**config.mk**
```make
export PLATFORM = sky130hd
export DESIGN_NAME = cpu_reset_power_control
export DESIGN_NICKNAME = d
export VERILOG_FILES = /design/src/logic/cpu_ctl_pkg.sv /design/src/logic/sync_if.sv /design/src/logic/ctl_sync.sv /design/src/logic/cpu_reset_power_control.sv
export SDC_FILE = /design/constraint.sdc
export NUM_CORES = 1
export LEC_CHECK = 0
export ABC_AREA = 1
export BUFFER_PORTS_ARGS = -buffer_cell sky130_fd_sc_hd__buf_2
export CAP_MARGIN = 20
export CORE_ASPECT_RATIO = 0.7
export CORE_MARGIN = 8
export CORE_UTILIZATION = 54
export DETAILED_ROUTE_END_ITERATION = 10
export PLACE_DENSITY = 0.79
export SYNTH_ARGS = -nofsm -noshare
export SYNTH_HDL_FRONTEND = slang
export SYNTH_SLANG_ARGS = --single-unit
```
**constraint.sdc**
```tcl
create_clock -name clk_i -period 1.55 [get_ports clk_i]
set_input_delay 0.31 -clock clk_i [delete_from_list [all_inputs] [get_ports clk_i]]
set_output_delay 0.31 -clock clk_i [all_outputs]
set_load 0.005 [all_outputs]
```
**src/logic/cpu_ctl_pkg.sv**
```systemverilog
package cpu_ctl_pkg;
    // Bus clock runs at 10 MHz.
    localparam int unsigned CLK_HZ = 10_000_000;
    localparam int unsigned CFG_W = 8;
    // Output release deadline after reset is seen, in bus clocks.
    localparam int unsigned RST_RELEASE_CLKS = 2;
    // Cycles the save step takes before the acknowledge transaction.
    localparam logic [3:0] SAVE_CYCLES = 4'h4;
    localparam logic [3:0] CNT_ZERO = 4'h0;
    localparam logic [3:0] CNT_ONE = 4'h1;
    // Bus transaction codes presented on the acknowledge port.
    localparam logic [1:0] TXN_NONE = 2'h0;
    localparam logic [1:0] TXN_SMI_ACK = 2'h1;
    localparam logic [1:0] TXN_GRANT_ACK = 2'h2;
    localparam logic [CFG_W-1:0] CFG_RESET = 8'h00;
    // Output register after reset: only the cache-invalidate bit is set.
    localparam logic [7:0] OUT_RESET = 8'h04;
    localparam logic [3:0] SYNC_RESET = 4'h0;

    typedef enum logic [5:0] {
        ST_RESET = 6'b00_0001,
        ST_RUN = 6'b00_0010,
        ST_MGMT_SAVE = 6'b00_0100,
        ST_MGMT_RUN = 6'b00_1000,
        ST_GRANT = 6'b01_0000,
        ST_FLOAT = 6'b10_0000
    } core_state_t;
endpackage

```
**src/logic/sync_if.sv**
```systemverilog
`timescale 1ns/1ps
`default_nettype none
// Carries synchronised control levels from the input stage to the core.
interface sync_if;
    logic power_ok;
    logic rst_active;
    logic mgmt_req;
    logic halt_req;
    modport src (output power_ok, rst_active, mgmt_req, halt_req);
    modport dst (input power_ok, rst_active, mgmt_req, halt_req);
endinterface
`default_nettype wire

```
**src/logic/ctl_sync.sv**
```systemverilog
`timescale 1ns/1ps
`default_nettype none
// Two-stage synchronisers for every asynchronous control pin.
module ctl_sync (
    input wire logic clk_i, // bus clock
    input wire logic nrst_i, // async reset, active low
    input wire logic [3:0] pins_i, // power_ok, rst_n, mgmt_n, halt_n
    sync_if.src out // synchronised, active-high levels
);
    logic [3:0] meta_ff;
    logic [3:0] stab_ff;
    logic [3:0] nxt_meta;
    logic [3:0] nxt_stab;

    always_comb
    begin
        nxt_meta = pins_i;
        nxt_stab = meta_ff;
    end

    // Resets to all zeros: power not ok, and reset, management and halt requests all read asserted.
    always_ff @(posedge clk_i or negedge nrst_i)
    begin
        if (!nrst_i)
        begin
            meta_ff <= cpu_ctl_pkg::SYNC_RESET;
            stab_ff <= cpu_ctl_pkg::SYNC_RESET;
        end
        else
        begin
            meta_ff <= nxt_meta;
            stab_ff <= nxt_stab;
        end
    end

    assign out.power_ok = stab_ff[3];
    assign out.rst_active = !stab_ff[2];
    assign out.mgmt_req = !stab_ff[1];
    assign out.halt_req = !stab_ff[0];
endmodule
`default_nettype wire

```
**src/logic/cpu_reset_power_control.sv**
```systemverilog
`timescale 1ns/1ps
`default_nettype none
module cpu_reset_power_control (
    input wire logic clk_i, // bus clock, 10 MHz
    input wire logic nrst_i, // async reset, active low
    input wire logic power_ok_in, // supplies good, async
    input wire logic sys_rst_n_i, // system reset pin, active low
    input wire logic sys_mgmt_irq_n, // management interrupt, active low
    input wire logic clock_halt_req_n, // clock-halt request, active low
    input wire logic [7:0] cfg_bus_i, // bus levels sampled at reset release
    output logic [7:0] cfg_latched_o, // captured power-on configuration
    output logic bus_drive_o, // bus outputs may be active
    output logic bus_float_o, // all outputs held high-impedance
    output logic [1:0] bus_txn_o, // acknowledge transaction code
    output logic bus_txn_valid_o, // one-cycle transaction strobe
    output logic cache_inval_o, // invalidate caches, no write-back
    output logic state_save_o, // one-cycle save-state pulse
    output logic sys_mgmt_state_o, // management mode active
    output logic grant_o, // low-power grant state active
    output logic core_clk_en_o, // core unit clock enable
    output logic snoop_en_o, // snoop and bus interface enabled
    output logic local_irq_ctrl_en_o, // local interrupt unit running
    output logic exec_en_o // instruction execution enabled
);
    ////////////////////////////////////////////////////////////////////////
    sync_if s ();

    // Every pin passes two flops; halt is async to the bus clock.
    ctl_sync u_sync (
        .clk_i(clk_i),
        .nrst_i(nrst_i),
        .pins_i({power_ok_in, sys_rst_n_i, sys_mgmt_irq_n,
                 clock_halt_req_n}),
        .out(s)
    );

    // The config bus is sampled on the same synchronised timeline.
    logic [7:0] cfg_m_ff;
    logic [7:0] cfg_s_ff;
    logic [7:0] nxt_cfg_m;
    logic [7:0] nxt_cfg_s;

    always_comb
    begin
        nxt_cfg_m = cfg_bus_i;
        nxt_cfg_s = cfg_m_ff;
    end

    always_ff @(posedge clk_i or negedge nrst_i)
    begin
        if (!nrst_i)
        begin
            cfg_m_ff <= cpu_ctl_pkg::CFG_RESET;
            cfg_s_ff <= cpu_ctl_pkg::CFG_RESET;
        end
        else
        begin
            cfg_m_ff <= nxt_cfg_m;
            cfg_s_ff <= nxt_cfg_s;
        end
    end

    ////////////////////////////////////////////////////////////////////////
    cpu_ctl_pkg::core_state_t state_ff;
    cpu_ctl_pkg::core_state_t nxt_state;
    logic rst_seen_ff;
    logic nxt_rst_seen;
    logic [3:0] cnt_ff;
    logic [3:0] nxt_cnt;
    logic [7:0] cfg_ff;
    logic [7:0] nxt_cfg;
    logic [1:0] txn_ff;
    logic [1:0] nxt_txn;
    logic txn_v_ff;
    logic nxt_txn_v;
    logic save_ff;
    logic nxt_save;
    logic release_evt;

    // Reset release is seen as the falling edge of the synchronised level.
    assign release_evt = rst_seen_ff && !s.rst_active;

    always_comb
    begin
        nxt_state = state_ff;
        nxt_rst_seen = s.rst_active;
        nxt_cnt = cnt_ff;
        nxt_cfg = cfg_ff;
        nxt_txn = cpu_ctl_pkg::TXN_NONE;
        nxt_txn_v = 1'b0;
        nxt_save = 1'b0;
        if (s.rst_active || !s.power_ok)
        begin
            // Reset wins over every other state in the cycle it is seen.
            nxt_state = cpu_ctl_pkg::ST_RESET;
        end
        else
        begin
            case (state_ff)
                cpu_ctl_pkg::ST_RESET:
                begin
                    if (release_evt)
                    begin
                        nxt_cfg = cfg_s_ff;
                        if (s.mgmt_req)
                        begin
                            nxt_state = cpu_ctl_pkg::ST_FLOAT;
                        end
                        else
                        begin
                            nxt_state = cpu_ctl_pkg::ST_RUN;
                        end
                    end
                end
                cpu_ctl_pkg::ST_RUN:
                begin
                    // Management interrupts take priority over a halt.
                    if (s.mgmt_req)
                    begin
                        nxt_state = cpu_ctl_pkg::ST_MGMT_SAVE;
                        nxt_save = 1'b1;
                        nxt_cnt = cpu_ctl_pkg::SAVE_CYCLES;
                    end
                    else if (s.halt_req)
                    begin
                        nxt_state = cpu_ctl_pkg::ST_GRANT;
                        nxt_txn = cpu_ctl_pkg::TXN_GRANT_ACK;
                        nxt_txn_v = 1'b1;
                    end
                end
                cpu_ctl_pkg::ST_MGMT_SAVE:
                begin
                    if (cnt_ff == cpu_ctl_pkg::CNT_ONE)
                    begin
                        nxt_state = cpu_ctl_pkg::ST_MGMT_RUN;
                        nxt_txn = cpu_ctl_pkg::TXN_SMI_ACK;
                        nxt_txn_v = 1'b1;
                    end
                    nxt_cnt = cnt_ff - cpu_ctl_pkg::CNT_ONE;
                end
                cpu_ctl_pkg::ST_MGMT_RUN:
                begin
                    // Handler returns when the request is withdrawn.
                    if (!s.mgmt_req)
                    begin
                        nxt_state = cpu_ctl_pkg::ST_RUN;
                    end
                end
                cpu_ctl_pkg::ST_GRANT:
                begin
                    if (!s.halt_req)
                    begin
                        nxt_state = cpu_ctl_pkg::ST_RUN;
                    end
                end
                cpu_ctl_pkg::ST_FLOAT:
                begin
                    // Only a new reset or loss of power leaves the floated state.
                    nxt_state = cpu_ctl_pkg::ST_FLOAT;
                end
                default:
                begin
                    nxt_state = cpu_ctl_pkg::ST_RESET;
                end
            endcase
        end
    end

    always_ff @(posedge clk_i or negedge nrst_i)
    begin
        if (!nrst_i)
        begin
            state_ff <= cpu_ctl_pkg::ST_RESET;
            rst_seen_ff <= 1'b1;
            cnt_ff <= cpu_ctl_pkg::CNT_ZERO;
            cfg_ff <= cpu_ctl_pkg::CFG_RESET;
            txn_ff <= cpu_ctl_pkg::TXN_NONE;
            txn_v_ff <= 1'b0;
            save_ff <= 1'b0;
        end
        else
        begin
            state_ff <= nxt_state;
            rst_seen_ff <= nxt_rst_seen;
            cnt_ff <= nxt_cnt;
            cfg_ff <= nxt_cfg;
            txn_ff <= nxt_txn;
            txn_v_ff <= nxt_txn_v;
            save_ff <= nxt_save;
        end
    end

    ////////////////////////////////////////////////////////////////////////
    // Outputs are decoded from the next state, so the registered copy
    // changes on the same edge as the state register and stays flop-driven.
    logic [7:0] out_ff;
    logic [7:0] nxt_out;
    logic in_rst;
    logic in_grant;

    assign in_rst = (nxt_state == cpu_ctl_pkg::ST_RESET);
    assign in_grant = (nxt_state == cpu_ctl_pkg::ST_GRANT);

    always_comb
    begin
        nxt_out[0] = !in_rst && (nxt_state != cpu_ctl_pkg::ST_FLOAT);
        nxt_out[1] = (nxt_state == cpu_ctl_pkg::ST_FLOAT);
        nxt_out[2] = in_rst;
        nxt_out[3] = (nxt_state == cpu_ctl_pkg::ST_MGMT_SAVE)
                  || (nxt_state == cpu_ctl_pkg::ST_MGMT_RUN);
        nxt_out[4] = in_grant;
        nxt_out[5] = nxt_out[0] && !in_grant;
        // Snoop and local interrupt logic keep running in grant.
        nxt_out[6] = nxt_out[0];
        nxt_out[7] = nxt_out[5] && (nxt_state != cpu_ctl_pkg::ST_MGMT_SAVE);
    end

    always_ff @(posedge clk_i or negedge nrst_i)
    begin
        if (!nrst_i)
        begin
            out_ff <= cpu_ctl_pkg::OUT_RESET;
        end
        else
        begin
            out_ff <= nxt_out;
        end
    end

    assign bus_drive_o = out_ff[0];
    assign bus_float_o = out_ff[1];
    assign cache_inval_o = out_ff[2];
    assign sys_mgmt_state_o = out_ff[3];
    assign grant_o = out_ff[4];
    assign core_clk_en_o = out_ff[5];
    assign snoop_en_o = out_ff[6];
    assign local_irq_ctrl_en_o = out_ff[6];
    assign exec_en_o = out_ff[7];
    assign cfg_latched_o = cfg_ff;
    assign bus_txn_o = txn_ff;
    assign bus_txn_valid_o = txn_v_ff;
    assign state_save_o = save_ff;
endmodule
`default_nettype wire

```
# --- Word level (Yosys, flattened, before mapping) ---
# Index checks and enable logic that the tools add are counted.
word_totals:
  output_inout_bits: 21
  regBits: 55
  inputBits: 14
  word_cells: 66
op_classes:
  eq_ne: 15
  reduce_logical: 13
  n_mux: 24
  addsub: 1
  bitwise: 1
op_table:
  columns: ["op", "n"]
  rows:
  - ["2-to-1 mux 6 bit", 8]
  - ["case mux 6 bit (6 select lines)", 1]
  - ["equality test 6 x 1 -> 1 bit (second input constant)", 2]
  - ["equality test 6 x 3 -> 1 bit (second input constant)", 2]
  - ["equality test 6 x 4 -> 1 bit (second input constant)", 2]
  - ["equality test 6 x 5 -> 1 bit (second input constant)", 2]
  - ["equality test 6 bit (second input constant)", 2]
  - ["2-to-1 mux 1 bit", 8]
  - ["case mux 4 bit (2 select lines)", 1]
  - ["equality test 6 x 2 -> 1 bit (second input constant)", 1]
  - ["2-to-1 mux 2 bit", 3]
  - ["inequality test 6 x 3 -> 1 bit (second input constant)", 1]
  - ["inequality test 6 bit (second input constant)", 1]
  - ["AND reduction 3 bit", 2]
  - ["equality test 4 x 1 -> 1 bit (second input constant)", 1]
  - ["logical AND 1 bit", 4]
  - ["logical NOT 1 bit", 4]
  - ["2-to-1 mux 4 bit", 1]
  - ["case mux 2 bit (2 select lines)", 1]
  - ["subtractor 4 x 1 -> 4 bit (second input constant)", 1]
  - ["logical OR 1 bit", 2]
  - ["inequality test 2 bit (second input constant)", 1]
  - ["case mux 1 bit (2 select lines)", 1]
  - ["nonzero test 2 bit", 1]
  - ["NOT 1 bit", 1]

# --- Depth between registers and ports, before layout ---
logic_depth:
  depth_word: 9
  depth_mapped: 9
  mapped_depth_nobuf: 9

# --- Cells and area by module ---
# Synthesis repeated with hierarchy kept, for this count alone.
unflattened:
  hier_cells: 183
  area_unflattened_um2: 2122.0
by_module_without_submodules:
  columns: ["module", "seq_area_each_um2", "cells_per_inst", "instances", "area_each_um2"]
  rows:
  - ["cpu_reset_power_control", 1154.9, 172, 1, 1910.6]
  - ["ctl_sync", 200.2, 11, 1, 211.5]

# --- Worst setup path after synthesis ---
# Ideal clock, no wire load.
synth_path:
  path_kind: "flip-flop to flip-flop"
  startpoint: "register state_ff[0]"
  endpoint: "register cfg_ff[0] (netlist: cfg_latched_o[0])"
  setup_ps: 125
  stages_incl_launch_ff: 5
  path_buffers: 0
  setup_slack_ps: 169
  arrival_ps: 1256
  period_less_slack_ps: 1381
  path_cell_list: "dfstp_2 -> nand2_1 -> nor2_8 -> nand3_4 -> mux2_4"
synth_between:
  elab_chain_len: 2
synth_rtl:
  columns: ["element", "line", "text"]
  rows:
  - ["start: declaration", "cpu_reset_power_control.sv:64", "cpu_ctl_pkg::core_state_t state_ff;"]
  - ["start signal: assignment", "cpu_reset_power_control.sv:173", "state_ff <= cpu_ctl_pkg::ST_RESET;"]
  - ["start signal: assignment", "cpu_reset_power_control.sv:183", "state_ff <= nxt_state;"]
  - ["equality test 6 x 1 -> 1 bit", "cpu_reset_power_control.sv:99", "case (state_ff)"]
  - ["AND reduction 3 bit (no source line)", null, null]
  - ["end signal: assignment", "cpu_reset_power_control.sv:176", "cfg_ff <= cpu_ctl_pkg::CFG_RESET;"]
  - ["end signal: assignment", "cpu_reset_power_control.sv:186", "cfg_ff <= nxt_cfg;"]
  - ["end: declaration", "cpu_reset_power_control.sv:70", "logic [7:0] cfg_ff;"]
# Every way passes these cells.
# A chain may end at the register's enable or synchronous reset.

# --- Final worst setup path ---
layout_path:
  startpoint: "register state_ff[3]"
  endpoint: "register cfg_ff[3] (netlist: cfg_latched_o[3])"
# The elaborated chain is that of the path after synthesis.

==> results_dict.tcl <==
set metrics [dict create \
    drt_iter0_markers 92 \
    leakage_power_summed_over_all_cells_nw 1.25 \
    worst-path-max-fanout 8 \
    cts_sinks 54 \
    postSynthAreaPerCell_sq_um 11.8 \
    slowest_delay_ns 0.42 \
    io_pins 35 \
    clock_pin_slew_on_the_worst_setup_and_hold_paths_ns 0.09 \
    final_period_utilization 0.953 \
    layout-area-overhead-vs-synth_pct 18.3 \
    ant_nets 0 \
    multi_input_comb_area_sq_um 564 \
    clock_tree_from_tritoncts "built" \
    grt_pass1_wl_um 5660 \
    gp_congestion 0.842 \
    initial_antenna_violation_count 0 \
    critical_path_required_ns 1.75 \
    synthDistinctLibCells 27 \
    main_combinational_cell_family_by_area_after_synthesis "simple AND/OR/NAND/NOR gates" \
    total_power_mw 2.66 \
    synth_seq_cells 54 \
    tightestPinTransition_ns 0.282 \
    drv_cap 0 \
    final.setup.tns_ns 0 \
    timing_worst_setup_path_type "flop to flop" \
    ctsHtreeMaxLevel 2 \
    wl_per_cell_um 13.0 \
    final_nets 229 \
    cp-end-kind "flop" \
    area_fraction_in_compound_gates_after_synthesis 0.0454 \
    drive_gt1_frac 0.318 \
    layout_filler_cell_count 256 \
    numPlacedInstances 254 \
    clk_path_buf_depth 2 \
    cp-start-kind "flop" \
    slew_headroom 0.810 \
    clk_latency_ns 0.31 \
    worst_path_slowest_cell "dfrtp_1" \
    number_of_failing_setup_endpoints_in_the_final_timing_report 0 \
    yosys.area_share.simple 0.152 \
    hold_path_startpoint "clock_halt_req_n" \
    synth.yosys.seq_area_share 0.674 \
    max_freq_mhz 677 \
    dpl.hpwl_um 2460 \
    synthDominantCellAreaShare 0.634 \
    core_region_area_sq_mm 0.00354 \
    vias 1277 \
    drt_first_pass_iters 4 \
    timing.final.max_slew_violations 0 \
    fin_worst_hold_slack_ns 0.0959 \
    post_synth_fa_ha_maj_area_fraction 0.0124 \
    clk_root_buffer_cell "clkbuf_8" \
    synth-xor-area-share 0.00871 \
    yosys_warnings 0 \
    worstPathCellList "nor2_2 > nand2_4 > nor2_8 > nand3_4 > mux2_4" \
    power.density_mw_per_mm2 1120 \
    final_critical_path_setup_slack_ns 0.0722 \
    synth.mux.area_fraction 0.0597 \
    cts_made_buffers 5 \
    worst-endpoint-arrival_ns 1.68 \
    syn_inst 170 \
    track_usage 0.128 \
    number_of_failing_hold_endpoints_at_the_final_stage 0 \
    floorplan.die_area_sq_mm 0.00597 \
    numPortBuffers 34 \
    stdcell_area_sq_mm 0.00238 \
    die-height_um 67.1 \
    dp_slack_ns 0.0878 \
    grt_pass1_vias 1285 \
    finish.utilization 0.673 \
    skew_ns 0.00372 \
    floorplan.rows 18 \
    overflow 0 \
    initial_utilization 0.569 \
    n_antenna_cell 0 \
    min_period_ns 1.48 \
    ir_worst_vdd_mv 0.877 \
    finalNonFillerCells 264 \
    rr_startpoint "state_ff[3]" \
    number_of_buffers_and_inverters_on_the_critical_path 0 \
    maximum_number_of_pins_on_one_net_before_global_route_repair 55 \
    net_count_after_synthesis 186 \
    ff_latch_area_sq_mm 0.00136 \
    routed_wl_um 3440 \
    hp-class "input port to flop" \
    netlist_top_cells_area "dfrtp_1 63%, mux2_4 6.0%, nand2_1 5.4%" \
    drc_errors 0 \
    syn-cell-area_sq_mm 0.00201 \
    setup_repair_after_global_routing_missed_its_margin "no" \
    fp.dieW_um 89.0 \
    placed_instance_area_sq_mm 0.00226 \
    critPathTopFamily "simple AND/OR/NAND/NOR gates" \
    run_status "completed" \
    avgViaCountPerCell 4.84 \
    synth_largest_area_cell "dfrtp_1" \
    worstSetupStartpoint "state_ff[3]" \
]
registers in the layout, indices dropped and copies added, names as in the netlist:
name             count
bus_txn_o            2
bus_txn_valid_o      1
cfg_latched_o        8
cfg_m_ff             8
cfg_s_ff             8
cnt_ff               4
out_ff               7
rst_seen_ff          1
state_ff             6
state_save_o         1
u_sync.meta_ff       4
u_sync.stab_ff       4
cell families (layout without fill, tap and decap cells):
| family | count (synthesis) | in the layout |
|---|---|---|
| XOR/XNOR | 2 | 2 |
| AND/OR/NAND/NOR | 64 | 64 |
| buffers and inverters | 24 | 68 |
| adder cells (fa/ha/maj) | 2 | 2 |
| AO/OA/AOI/OAI | 16 | 16 |
| flip-flops | 54 | 54 |
| multiplexers | 8 | 8 |
final timing paths:
kind	end	slack (ns)	depth (start not counted)
hold reg to reg	u_sync.stab_ff[2]	0.35	0
hold / removal	u_sync.meta_ff[0]	0.1	1
max in group asynchronous	state_ff[0]	0.76	3
setup reg to reg	cfg_latched_o[3]	0.07	5
min in group asynchronous	state_save_o	0.51	3
setup / recovery	cfg_latched_o[3]	0.07	5
layout by cell type, fill, tap and decap left out, drive strengths merged, types with 3 or more instances in the layout:
master / n
a21oi: 3
buf: 37
clkbuf: 6
dfrtp: 51
dfstp: 3
inv: 23
mux2: 8
nand2: 31
nand3: 4
nor2: 23
nor3: 3
o21ai: 8
area by class of cell:
class / instances / share of cell area
Clock inverter: 2 / 0.00683
Clock buffer: 6 / 0.0347
Multi-Input combinational cell: 92 / 0.237
Inverter: 22 / 0.0347
Timing Repair Buffer: 38 / 0.0904
Sequential cell: 54 / 0.570
Tap cell: 50 / 0.0263
power breakdown:
group	internal [mW]	switching (mW)	leakage (nW)	total [mW]
sequential	1.51	0.0546	0.670	1.56
combinational	0.152	0.125	0.536	0.276
clock	0.368	0.456	0.0478	0.823
layer usage:
metal	up-vias	part of all wire	track usage	routed length [um]
met4	0	0.020	0.0722	69
met1	595	0.45	0.152	1540
li1	620	-	-	-
met3	8	0.091	0.0504	313
met2	54	0.44	0.196	1520
met5	-	0	0	0
worst reg2reg max path: cells and delay by family (launching register included):
family	cells	cell delay, ns
flip-flops	1	0.42
multiplexers	1	0.34
AND/OR/NAND/NOR	4	0.60
repair_timing:
item                                   in CTS  in global routing
resized for setup                           0                  3
hold buffers                                1                  0
setup endpoints to repair                   0                  4
endpoints found under the hold margin      51                  0
buffers inserted                            0                  1
cell usage after synthesis (all sizes together):
cell type	count
dfstp	3
o211ai	2
mux2	8
nand2	31
xnor2	1
inv	22
dfrtp	51
o21ai	8
or2	1
nand3	4
nor3	3
buf	2
a21oi	3
nand4	2
xor2	1
o31ai	2
nor2	23
ha	2
o22ai	1
Power figures use the tool's default switching activity.
